### src/hcsbd_pkg.sv
/*
 * hcsbd_pkg: shared types and constants of the chip-select bank decoder.
 * Assumes a single 40 MHz clock domain and a plain register port.
 */
package hcsbd_pkg;
    typedef struct packed {
        logic [31:0] addr;
        logic [2:0]  fc;
        logic        rd;
        logic        iack;
        logic [2:0]  lvl;
        logic [3:0]  be;
    } hcsbd_req_t;

    typedef enum logic [2:0] {
        S_IDLE   = 3'b000,
        S_DELAY  = 3'b001,
        S_ACTIVE = 3'b010,
        S_HOLD   = 3'b011
    } hcsbd_state_t;

    localparam logic [7:0]  REG_GMR     = 8'h00;
    localparam logic [7:0]  REG_FLT     = 8'h04;
    localparam logic [7:0]  REG_IBB     = 8'h08;
    localparam logic [7:0]  REG_MCFG    = 8'h0c;
    localparam logic [7:0]  REG_PEP     = 8'h10;
    localparam logic [7:0]  REG_BANK    = 8'h40;
    localparam logic [31:0] GMR_RST     = 32'h0000_0003;
    localparam logic [31:0] BR0_RST     = 32'h0000_0001;
    localparam logic [31:0] OR0_RST     = 32'hf000_0003;
    localparam logic [31:0] BR_RST      = 32'h0000_0000;
    localparam logic [31:0] OR_RST      = 32'h0000_0000;
    localparam logic [31:0] IBB_RST     = 32'h0000_0000;
    localparam logic [31:0] MCFG_RST    = 32'h0000_0000;
    localparam logic [31:0] PEP_RST     = 32'h0000_0000;
    localparam int          GMR_ACK_LO  = 0;
    localparam int          GMR_PARITY_BUSERR_ENABLE    = 2;
    localparam int          BR_V        = 0;
    localparam int          BR_PAR      = 1;
    localparam int          BR_DLY      = 2;
    localparam int          BR_REL      = 3;
    localparam int          BR_WP       = 4;
    localparam int          FC_LO       = 8;
    localparam int          OR_PS_LO    = 0;
    localparam int          OR_DS       = 2;
    localparam int          OR_AM_LO    = 11;
    localparam int          OR_TC_LO    = 28;
    localparam int          IBB_V       = 0;
    localparam int          IBB_LO      = 13;
    localparam int          IBB_HALF    = 12;
    localparam int          MCFG_BUS_SIGNAL_SYNC_SEL   = 0;
    localparam int          MCFG_ARB_SIGNAL_SYNC_SEL   = 1;
    localparam int          PEP_AV      = 0;
    localparam int          PEP_WE      = 7;
    localparam logic [1:0]  ACK_EXT     = 2'b11;
    localparam logic [7:0]  VEC_BASE    = 8'h18;
    localparam logic [2:0]  STRAP_WAIT  = 3'd5;
endpackage : hcsbd_pkg

### src/hcsbd_top.sv
/*
 * hcsbd_top: chip-select bank decoder with internal block relocation,
 * auto-vector handling and boot strap capture.
 * Assumes the host core drives req_in on clk_in; pins arrive asynchronously.
 */
// Implementation choices: the plain strobed port and the address map.
// Overview of operation
// [RULE_01] self-vector during interrupt acknowledge ends cycle with internal vector
// [RULE_02] self-vector input ignored in every other cycle
// [RULE_03] eight bank selects; bank 0 is the boot select after reset
// [RULE_04] internal 8-KB block relocated by internal block base register
// [RULE_05] lower 4-KB half is RAM, upper half is registers
// [RULE_06] internal block base used only while its lsb is one
// [RULE_07] one fault report register holds write-protect and parity faults
// [RULE_08] acknowledge source 11 waits for external size acknowledge
// [RULE_09] parity bus-error enable clear suppresses bus error on parity
// [RULE_10] eight identical base/option register pairs, one per bank
// [RULE_11] select release bit holds select one extra cycle on writes
// [RULE_12] cycle start delay bit postpones select by one cycle
// [RULE_13] parity check off means no parity fault for that bank
// [RULE_14] bank decodes only while its valid bit is one
// [RULE_15] base bits 31..11 and function code compared to bus address
// [RULE_16] set mask bit includes address bit in compare, clear excludes
// [RULE_17] dynamic select zero means static handling; dynamic not served
// [RULE_18] port width 11 uses external size acknowledge
// [RULE_19] cycle clocks field sets access length in clocks
// [RULE_20] clear sync-select bits choose asynchronous sampling of signals
// [RULE_21] port E bit 7 routes byte write enables, bit 0 clear enables self-vector
// [RULE_22] strap pins latched: host mode, arbiter off, little endian
// [RULE_23] expansion bank select also serves as the data strobe
// [RULE_24] expansion ready supplies the size acknowledge ending the access
// [RULE_25] select only on valid unmasked hit, held until acknowledge
`timescale 1ns/1ps
module hcsbd_top (
    input  wire logic                 clk_in,            // 40 MHz clock
    input  wire logic                 nrst_in,           // async reset, low
    input  wire logic [7:0]           reg_addr_in,       // register byte address
    input  wire logic [31:0]          reg_wdata_in,      // register write data
    input  wire logic                 reg_wr_in,         // write strobe
    input  wire logic                 reg_rd_in,         // read strobe
    output logic [31:0]               reg_rdata_out,     // read data, next cycle
    input  wire hcsbd_pkg::hcsbd_req_t req_in,           // bus cycle request
    input  wire logic                 req_valid_in,      // request pulse
    output logic                      done_out,          // cycle end pulse
    output logic                      berr_out,          // bus error pulse
    output logic [7:0]                vector_out,        // internal vector
    output logic                      vector_valid_out,  // vector pulse
    output logic                      iram_sel_out,      // internal ram hit
    output logic                      ireg_sel_out,      // internal reg hit
    output logic [7:0]                bank_sel_n_out,    // bank selects, low
    output logic [3:0]                byte_we_n_out,     // byte write enables
    input  wire logic                 self_vector_n_in,  // auto-vector pin
    input  wire logic                 size_ack_n_in,     // size ack pin
    input  wire logic                 parity_err_in,     // parity fault pin
    input  wire logic [2:0]           strap_in,          // little_endian_strap, internal_arbiter_off, host_port_mode
    output logic                      host_port_mode_out,       // strap
    output logic                      internal_arbiter_off_out, // strap
    output logic                      little_endian_strap_out,  // strap
    output logic                      arb_sync_mode_out  // arbitration timing
);
    import hcsbd_pkg::*;

    hcsbd_state_t st_r;
    logic [31:0]  gmr_r;
    logic [31:0]  ibb_r;
    logic [31:0]  mcfg_r;
    logic [31:0]  pep_r;
    logic [15:0]  flt_r;
    logic [31:0]  br_r [8];
    logic [31:0]  or_r [8];
    logic [7:0]   bank_hit;
    logic [5:0]   pin_raw;
    logic [5:0]   s1_r;
    logic [5:0]   s2_r;
    logic [5:0]   s3_r;
    logic [5:0]   f_r;
    logic [5:0]   pin_v;
    logic [2:0]   boot_cnt_r;
    logic [2:0]   bank_r;
    logic         hit_r;
    logic         ext_r;
    logic         iack_r;
    logic         rd_r;
    logic         rel_r;
    logic         par_r;
    logic [2:0]   lvl_r;
    logic [3:0]   be_r;
    logic [3:0]   tcyc_r;
    logic [3:0]   cnt_r;
    logic         ib_hit;
    logic         bank_any;
    logic [2:0]   bank_idx;
    logic         wp_set;
    logic         par_set;
    logic         av_ok;
    logic         av_end;
    logic         end_c;
    logic [31:0]  rd_mux;
    logic [15:0]  flt_clr;

    // pin synchronisers; active-low pins inverted so reset means inactive
    assign pin_raw = {strap_in, parity_err_in, ~size_ack_n_in, ~self_vector_n_in};

    genvar g;
    generate
        for (g = 0; g < 6; g++) begin : g_sync
            always_ff @(posedge clk_in or negedge nrst_in)
            begin
                if (!nrst_in)
                begin
                    s1_r[g] <= 1'b0;
                    s2_r[g] <= 1'b0;
                    s3_r[g] <= 1'b0;
                    f_r[g]  <= 1'b0;
                end
                else
                begin
                    s1_r[g] <= pin_raw[g];
                    s2_r[g] <= s1_r[g];
                    s3_r[g] <= s2_r[g];
                    if (s2_r[g] == s3_r[g])
                        f_r[g] <= s3_r[g];
                end
            end
            // synchronous timing takes the resynchronised level without filter
            assign pin_v[g] = mcfg_r[MCFG_BUS_SIGNAL_SYNC_SEL] ? s3_r[g] : f_r[g]; // [RULE_20]
        end

        for (g = 0; g < 8; g++) begin : g_bank
            always_ff @(posedge clk_in or negedge nrst_in)
            begin
                if (!nrst_in)
                begin
                    br_r[g] <= (g == 0) ? BR0_RST : BR_RST; // [RULE_03]
                    or_r[g] <= (g == 0) ? OR0_RST : OR_RST;
                end
                else if (reg_wr_in && reg_addr_in[7:6] == REG_BANK[7:6] && reg_addr_in[5:3] == 3'(g))
                begin
                    if (reg_addr_in[2])
                        or_r[g] <= reg_wdata_in; // [RULE_10]
                    else
                        br_r[g] <= reg_wdata_in; // [RULE_10]
                end
            end
            assign bank_hit[g] = br_r[g][BR_V] // [RULE_14]
                && (((req_in.addr ^ br_r[g]) & {4'hf, or_r[g][27:OR_AM_LO], 11'h000}) == 32'h0) // [RULE_15] [RULE_16]
                && (((req_in.fc ^ br_r[g][FC_LO+2:FC_LO]) & or_r[g][FC_LO+2:FC_LO]) == 3'h0);
        end
    endgenerate

    // lowest bank index wins on overlapping regions
    always_comb
    begin
        bank_any = 1'b0;
        bank_idx = 3'h0;
        for (int i = 7; i >= 0; i--)
        begin
            if (bank_hit[i])
            begin
                bank_any = 1'b1;
                bank_idx = 3'(i);
            end
        end
    end

    assign ib_hit = ibb_r[IBB_V] && req_in.addr[31:IBB_LO] == ibb_r[31:IBB_LO]; // [RULE_04] [RULE_06]
    assign wp_set = st_r == S_IDLE && req_valid_in && !ib_hit && bank_any
                    && br_r[bank_idx][BR_WP] && !req_in.rd;
    assign av_ok  = iack_r && !pep_r[PEP_AV] && pin_v[0]; // [RULE_01] [RULE_02] [RULE_21]
    assign av_end = st_r == S_ACTIVE && av_ok;
    // ready from the expansion bus is the size acknowledge
    assign end_c  = av_ok || (hit_r && (ext_r ? pin_v[1] : // [RULE_24]
                    ({1'b0, cnt_r} + 5'd1 >= {1'b0, tcyc_r}))); // [RULE_19]
    assign par_set = st_r == S_ACTIVE && end_c && !av_ok && hit_r && rd_r
                     && par_r && pin_v[2]; // [RULE_13]

    // bus cycle sequencer
    always_ff @(posedge clk_in or negedge nrst_in)
    begin
        if (!nrst_in)
        begin
            st_r             <= S_IDLE;
            bank_r           <= 3'h0;
            hit_r            <= 1'b0;
            ext_r            <= 1'b0;
            iack_r           <= 1'b0;
            rd_r             <= 1'b1;
            rel_r            <= 1'b0;
            par_r            <= 1'b0;
            lvl_r            <= 3'h0;
            be_r             <= 4'h0;
            tcyc_r           <= 4'h0;
            cnt_r            <= 4'h0;
            done_out         <= 1'b0;
            berr_out         <= 1'b0;
            vector_out       <= 8'h00;
            vector_valid_out <= 1'b0;
            iram_sel_out     <= 1'b0;
            ireg_sel_out     <= 1'b0;
            bank_sel_n_out   <= 8'hff;
            byte_we_n_out    <= 4'hf;
        end
        else
        begin
            done_out         <= 1'b0;
            berr_out         <= 1'b0;
            vector_valid_out <= 1'b0;
            iram_sel_out     <= 1'b0;
            ireg_sel_out     <= 1'b0;
            case (st_r)
                S_IDLE:
                begin
                    if (req_valid_in)
                    begin
                        bank_r <= bank_idx;
                        iack_r <= req_in.iack;
                        rd_r   <= req_in.rd;
                        lvl_r  <= req_in.lvl;
                        be_r   <= req_in.be;
                        cnt_r  <= 4'h0;
                        hit_r  <= 1'b0;
                        rel_r  <= br_r[bank_idx][BR_REL];
                        par_r  <= br_r[bank_idx][BR_PAR];
                        tcyc_r <= or_r[bank_idx][OR_TC_LO+3:OR_TC_LO];
                        ext_r  <= gmr_r[GMR_ACK_LO+1:GMR_ACK_LO] == ACK_EXT // [RULE_08]
                                  || or_r[bank_idx][OR_PS_LO+1:OR_PS_LO] == ACK_EXT; // [RULE_18]
                        if (ib_hit)
                        begin
                            done_out     <= 1'b1;
                            iram_sel_out <= !req_in.addr[IBB_HALF]; // [RULE_05]
                            ireg_sel_out <= req_in.addr[IBB_HALF]; // [RULE_05]
                        end
                        else if (bank_any && !or_r[bank_idx][OR_DS] && !wp_set) // [RULE_17]
                        begin
                            hit_r <= 1'b1;
                            if (br_r[bank_idx][BR_DLY])
                                st_r <= S_DELAY; // [RULE_12]
                            else
                            begin
                                st_r           <= S_ACTIVE;
                                bank_sel_n_out <= ~(8'h01 << bank_idx); // [RULE_25] [RULE_23]
                                if (!req_in.rd && pep_r[PEP_WE])
                                    byte_we_n_out <= ~req_in.be; // [RULE_21]
                            end
                        end
                        else if (req_in.iack)
                            st_r <= S_ACTIVE;
                        else
                        begin
                            done_out <= 1'b1;
                            berr_out <= 1'b1;
                        end
                    end
                end
                S_DELAY:
                begin
                    st_r           <= S_ACTIVE;
                    bank_sel_n_out <= ~(8'h01 << bank_r); // [RULE_12] [RULE_25]
                    if (!rd_r && pep_r[PEP_WE])
                        byte_we_n_out <= ~be_r; // [RULE_21]
                end
                S_ACTIVE:
                begin
                    cnt_r <= cnt_r + 4'h1;
                    if (end_c)
                    begin
                        if (av_ok)
                        begin
                            vector_out       <= VEC_BASE + {5'h00, lvl_r}; // [RULE_01]
                            vector_valid_out <= 1'b1;
                        end
                        if (!av_ok && rel_r && !rd_r)
                            st_r <= S_HOLD; // [RULE_11]
                        else
                        begin
                            st_r           <= S_IDLE;
                            bank_sel_n_out <= 8'hff;
                            byte_we_n_out  <= 4'hf;
                            done_out       <= 1'b1;
                            berr_out       <= par_set && gmr_r[GMR_PARITY_BUSERR_ENABLE]; // [RULE_09]
                        end
                    end
                end
                S_HOLD:
                begin
                    st_r           <= S_IDLE;
                    bank_sel_n_out <= 8'hff;
                    byte_we_n_out  <= 4'hf;
                    done_out       <= 1'b1;
                end
                default:
                begin
                    st_r           <= S_IDLE;
                    bank_sel_n_out <= 8'hff;
                    byte_we_n_out  <= 4'hf;
                end
            endcase
        end
    end

    // global registers
    always_ff @(posedge clk_in or negedge nrst_in)
    begin
        if (!nrst_in)
        begin
            gmr_r  <= GMR_RST;
            ibb_r  <= IBB_RST;
            mcfg_r <= MCFG_RST;
            pep_r  <= PEP_RST;
        end
        else if (reg_wr_in)
        begin
            case (reg_addr_in)
                REG_GMR:  gmr_r  <= reg_wdata_in;
                REG_IBB:  ibb_r  <= reg_wdata_in; // [RULE_04]
                REG_MCFG: mcfg_r <= reg_wdata_in;
                REG_PEP:  pep_r  <= reg_wdata_in;
                default:  gmr_r  <= gmr_r;
            endcase
        end
    end

    // fault report: write one clears, a new fault in the same cycle wins
    assign flt_clr = (reg_wr_in && reg_addr_in == REG_FLT) ? reg_wdata_in[15:0] : 16'h0000;

    always_ff @(posedge clk_in or negedge nrst_in)
    begin
        if (!nrst_in)
            flt_r <= 16'h0000;
        else
            flt_r <= (flt_r & ~flt_clr) // [RULE_07]
                     | ({8'h00, wp_set ? (8'h01 << bank_idx) : 8'h00})
                     | ({par_set ? (8'h01 << bank_r) : 8'h00, 8'h00});
    end

    // strap capture once the filtered pins have settled after release
    always_ff @(posedge clk_in or negedge nrst_in)
    begin
        if (!nrst_in)
        begin
            boot_cnt_r               <= 3'h0;
            host_port_mode_out       <= 1'b0;
            internal_arbiter_off_out <= 1'b0;
            little_endian_strap_out  <= 1'b0;
        end
        else if (boot_cnt_r != STRAP_WAIT)
        begin
            boot_cnt_r <= boot_cnt_r + 3'h1;
            if (boot_cnt_r == STRAP_WAIT - 3'h1)
            begin
                host_port_mode_out       <= f_r[3]; // [RULE_22]
                internal_arbiter_off_out <= f_r[4]; // [RULE_22]
                little_endian_strap_out  <= f_r[5]; // [RULE_22]
            end
        end
    end

    always_ff @(posedge clk_in or negedge nrst_in)
    begin
        if (!nrst_in)
            arb_sync_mode_out <= 1'b0;
        else
            arb_sync_mode_out <= mcfg_r[MCFG_ARB_SIGNAL_SYNC_SEL]; // [RULE_20]
    end

    // read path, unmapped reads as zero
    always_comb
    begin
        rd_mux = 32'h0000_0000;
        if (reg_addr_in[7:6] == REG_BANK[7:6] && reg_addr_in[1:0] == 2'b00)
            rd_mux = reg_addr_in[2] ? or_r[reg_addr_in[5:3]] : br_r[reg_addr_in[5:3]];
        else
        begin
            case (reg_addr_in)
                REG_GMR:  rd_mux = gmr_r;
                REG_FLT:  rd_mux = {16'h0000, flt_r};
                REG_IBB:  rd_mux = ibb_r;
                REG_MCFG: rd_mux = mcfg_r;
                REG_PEP:  rd_mux = pep_r;
                default:  rd_mux = 32'h0000_0000;
            endcase
        end
    end

    always_ff @(posedge clk_in or negedge nrst_in)
    begin
        if (!nrst_in)
            reg_rdata_out <= 32'h0000_0000;
        else if (reg_rd_in)
            reg_rdata_out <= rd_mux;
    end
endmodule : hcsbd_top

### config.mk
export PLATFORM = sky130hd
export DESIGN_NAME = hcsbd_top
export DESIGN_NICKNAME = d
export VERILOG_FILES = /design/src/hcsbd_pkg.sv /design/src/hcsbd_top.sv
export SDC_FILE = /design/constraint.sdc
export NUM_CORES = 2
export LEC_CHECK = 0
export BUFFER_PORTS_ARGS = -buffer_cell sky130_fd_sc_hd__buf_2
export CAP_MARGIN = 5
export CORE_ASPECT_RATIO = 0.7
export CORE_MARGIN = 2
export CORE_UTILIZATION = 53
export CTS_BUF_LIST = sky130_fd_sc_hd__clkbuf_8
export CTS_CLUSTER_DIAMETER = 60
export CTS_CLUSTER_SIZE = 28
export DETAILED_ROUTE_END_ITERATION = 6
export GPL_TIMING_DRIVEN = 0
export PLACE_DENSITY_LB_ADDON = 0.25
export SLEW_MARGIN = 30
export SYNTH_ARGS = -nofsm -noshare
export SYNTH_HDL_FRONTEND = slang
export SYNTH_SLANG_ARGS = --single-unit
### constraint.sdc
create_clock -name clk_in -period 3.6 [get_ports clk_in]
set_input_delay 0.54 -clock clk_in [delete_from_list [all_inputs] [get_ports clk_in]]
set_output_delay 0.54 -clock clk_in [all_outputs]
set_load 0.01 [all_outputs]
==> impl_metrics.tcl <==
set metrics [dict create \
    worst_pin_slew_ps 1120 \
    coreArea_sq_um 71500 \
    port_buffers 101 \
    syn_to_final_growth_pct 11.0 \
    ant_nets 0 \
    crit_buf_inv 2 \
    reg2regPathDepth 14 \
    io-pin-count 156 \
    track_usage_pct 38.0 \
    maxCapViolations 0 \
    crit_path_end_kind "flop" \
    r2r-start "br_r[63]" \
    p_leak_nw 19.4 \
    postLayoutCoreUtil_pct 59.5 \
    setup_viol 14 \
    first_iter_violations 3732 \
    crit_arrival_ps 4550 \
    cts.sinks 766 \
    finalWeightedCongestion 1.01 \
    cp.required_ps 4300 \
    skew_ps 63.3 \
    post-dp-hpwl_um 108000 \
    synthDominantCellAreaShare_pct 48.6 \
    ys_types 75 \
    startpoint_type "flop" \
    final_common_cell "dfrtp_1" \
    power_density_nw_per_um2 472 \
    rows 82 \
    violations "setup timing" \
    synth.avg_cell_area_sq_um 13.1 \
    synth.yosys.seq_area_share_pct 50.1 \
    mostFrequentLayoutCells "dfrtp_1, mux2_2, xor2_1" \
    syn_inst 2931 \
    yosysWarnings 0 \
    outcome "complete, but fails checks" \
    vias_per_cell 6.76 \
    cts_made_buffers 44 \
    max_freq_ghz 0.260 \
    postPlaceCellArea_sq_um 40500 \
    cts_tree "built" \
    dieArea_sq_um 74500 \
    grt_pass1_vias 27800 \
    vias 28000 \
    peakVddDrop_v 0.000271 \
    cpLargestDelayFamily "compound AO/OA/AOI/OAI gates" \
    yosysTopAreaCell "dfrtp_1" \
    cpMaxStageDelayCell "or3_4" \
    clock_path_buffers 3 \
    rsz0062_at_grt "yes" \
    grt_pass1_wl_um 202000 \
    min_to "flt_r[1]" \
    crit_chain "xor2_1 -> nor3_2 -> nand4_1 -> or3_4 -> a211oi_4 -> nor2_2 -> o31a_1 -> a2111oi_4 -> a211oi_4 -> buf_12 -> and2_4 -> o31ai_4 -> buf_12 -> mux2_4" \
    relSlewSlack_pct 25.3 \
    nNetsFinal 3244 \
    cts-htree-levels 2 \
    path_class "flop to flop" \
    synthArstFlopShare_pct 100 \
    wire_per_inst_um 34.2 \
    period_share_pct 107 \
    rrSetupSlack_ps -240 \
    wl_um 142000 \
    critPathMaxFanout 8 \
    min_path_cells 3 \
    drt_first_pass_iters 6 \
    layout_min_cycle_time_ps 3840 \
    synth_edf_count 0 \
    drive_gt1_share_pct 38.8 \
    min_path_type "input pin to flop" \
    slowest_delay_ps 480 \
    die_y_um 229 \
    clk_pin_slew_worst_paths_ps 160 \
    grt_overflow 0 \
    r2r_end "bank_sel_n_out[5]" \
    slew_viol_final 0 \
    synth_ff_type "dfrtp_1" \
    insertion_delay_ps 770 \
    ys_ff_latch 766 \
    netlist_area_sq_um 38300 \
    grt_max_degree 129 \
    die-width_um 325 \
    antenna_found_initial 7 \
    hold_start "reg_wdata_in[1]" \
    yosys-top-cells-area "dfrtp_1, mux2_2, mux4_2" \
    final_cell_area_sq_um 42500 \
    drc_errors 0 \
    fillers 5694 \
    finalHoldViolCount 0 \
    setup_tns_ps -2120 \
    fin_ws_ps -245 \
    initial_core_util_pct 53.6 \
    root_buffer "clkbuf_8" \
]
[worst max-delay path by stage]
stage | from | end | cells past startpoint
after floorplan | req_in[38] | bank_sel_n_out[0] | 14
after global placement | nrst_in | or_r[133] | 1
after detailed placement | req_in[41] | bank_sel_n_out[5] | 14
after CTS | br_r[73] | bank_sel_n_out[5] | 17
after global routing | br_r[63] | bank_sel_n_out[5] | 14
final | br_r[63] | bank_sel_n_out[5] | 14
[area by class of cell]
class | count | area, sq um | area share, %
flip-flops and latches | 766 | 19200 | 45.1
multi-input cells | 1890 | 18500 | 43.6
repair buffers | 166 | 1220 | 2.87
well taps | 966 | 1210 | 2.84
plain buffers | 236 | 1190 | 2.80
clock buffers | 46 | 633 | 1.49
clock inverters | 36 | 403 | 0.947
inverters | 37 | 139 | 0.327
diodes | 1 | 2.50 | 0.00588
[cell families (layout without fill, tap and decap cells)]
group           Yosys count  after routing  synth area share (%)
fa+ha+maj                14             14                 0.418
mux                     839            839                  29.3
compound gates          343            343                  6.61
other cells               1              4               0.00979
simple gates            480            480                  5.81
buf+inv                 277            521                  2.90
flops                   766            766                  50.1
xor+xnor                211            211                  4.82
[through the flow]
stage          setup WS, ps  hold WS (ps)  cells  power (mW)
2_1_floorplan         -58.3           244   2933        13.2
3_3_place_gp         -13780           334   4000        14.9
3_5_place_dp          -1760           338   4009        15.1
4_1_cts                -148          54.2   4136        19.9
5_1_grt                -259          95.7   4143        20.7
6_report               -245          82.6   4144        20.1
[synth_stat cells (6+ instances only)]
master	count
dfstp_2	22
nor3_1	29
nand4_1	39
nand2_1	200
buf_2	19
a21oi_1	44
dfrtp_1	744
nor3b_1	9
mux2_4	8
o21ai_0	43
maj3_1	6
nand3_1	38
a221oi_1	35
a22oi_1	129
mux4_2	160
nor2b_1	12
mux2_2	636
nor4_1	7
inv_1	37
a211oi_1	13
nor2_1	103
a22o_1	10
xnor2_1	9
a31oi_1	16
buf_4	11
clkbuf_1	160
a222oi_1	9
buf_1	49
mux2i_1	35
nand2b_1	8
xor2_1	202
ha_1	8
[timing repair]
action | CTS | global route
setup buffers | 32 | 7
resized for setup | 74 | 35
endpoints found under the hold margin | 103 | 0
setup endpoints to repair | 211 | 152
pin swaps | 29 | 10
hold buffers | 16 | 0
[worst reg2reg max path, stage by stage, from the launching register on]
cell       delay [ps]
dfrtp_1           420
xor2_1            150
nor3_2            340
nand4_1           170
or3_4             480
a211oi_4          320
nor2_2             90
o31a_1            280
a2111oi_4         440
a211oi_4           90
buf_12            160
and2_4            150
o31ai_4           210
buf_12            170
mux2_4            310
[sequential cells by signal, indices dropped and copies added, names as in the netlist, 6 cells and up]
name / cells
bank_sel_n_out: 8
br_r: 256
f_r: 6
flt_r: 16
gmr_r: 32
ibb_r: 32
mcfg_r: 32
or_r: 256
pep_r: 32
reg_rdata_out: 32
s1_r: 6
s2_r: 6
s3_r: 6
[power breakdown]
| group | leakage, nW | internal [mW] | switching, mW |
|---|---|---|---|
| Clock | 0.517 | 1.46 | 3.25 |
| Combinational | 8.77 | 2.04 | 2.61 |
| Sequential | 10.1 | 9.66 | 1.04 |
| Total | 19.4 | 13.2 | 6.90 |
[routing by layer]
| layer | part of all wire [%] | GRT usage (%) |
|---|---|---|
| met3 | 14 | 14.8 |
| met1 | 42 | 55.3 |
| met4 | 3.3 | 11.5 |
| met2 | 41 | 52.2 |
| met5 | 0.0049 | 0 |
Power figures use the tool's default switching activity.
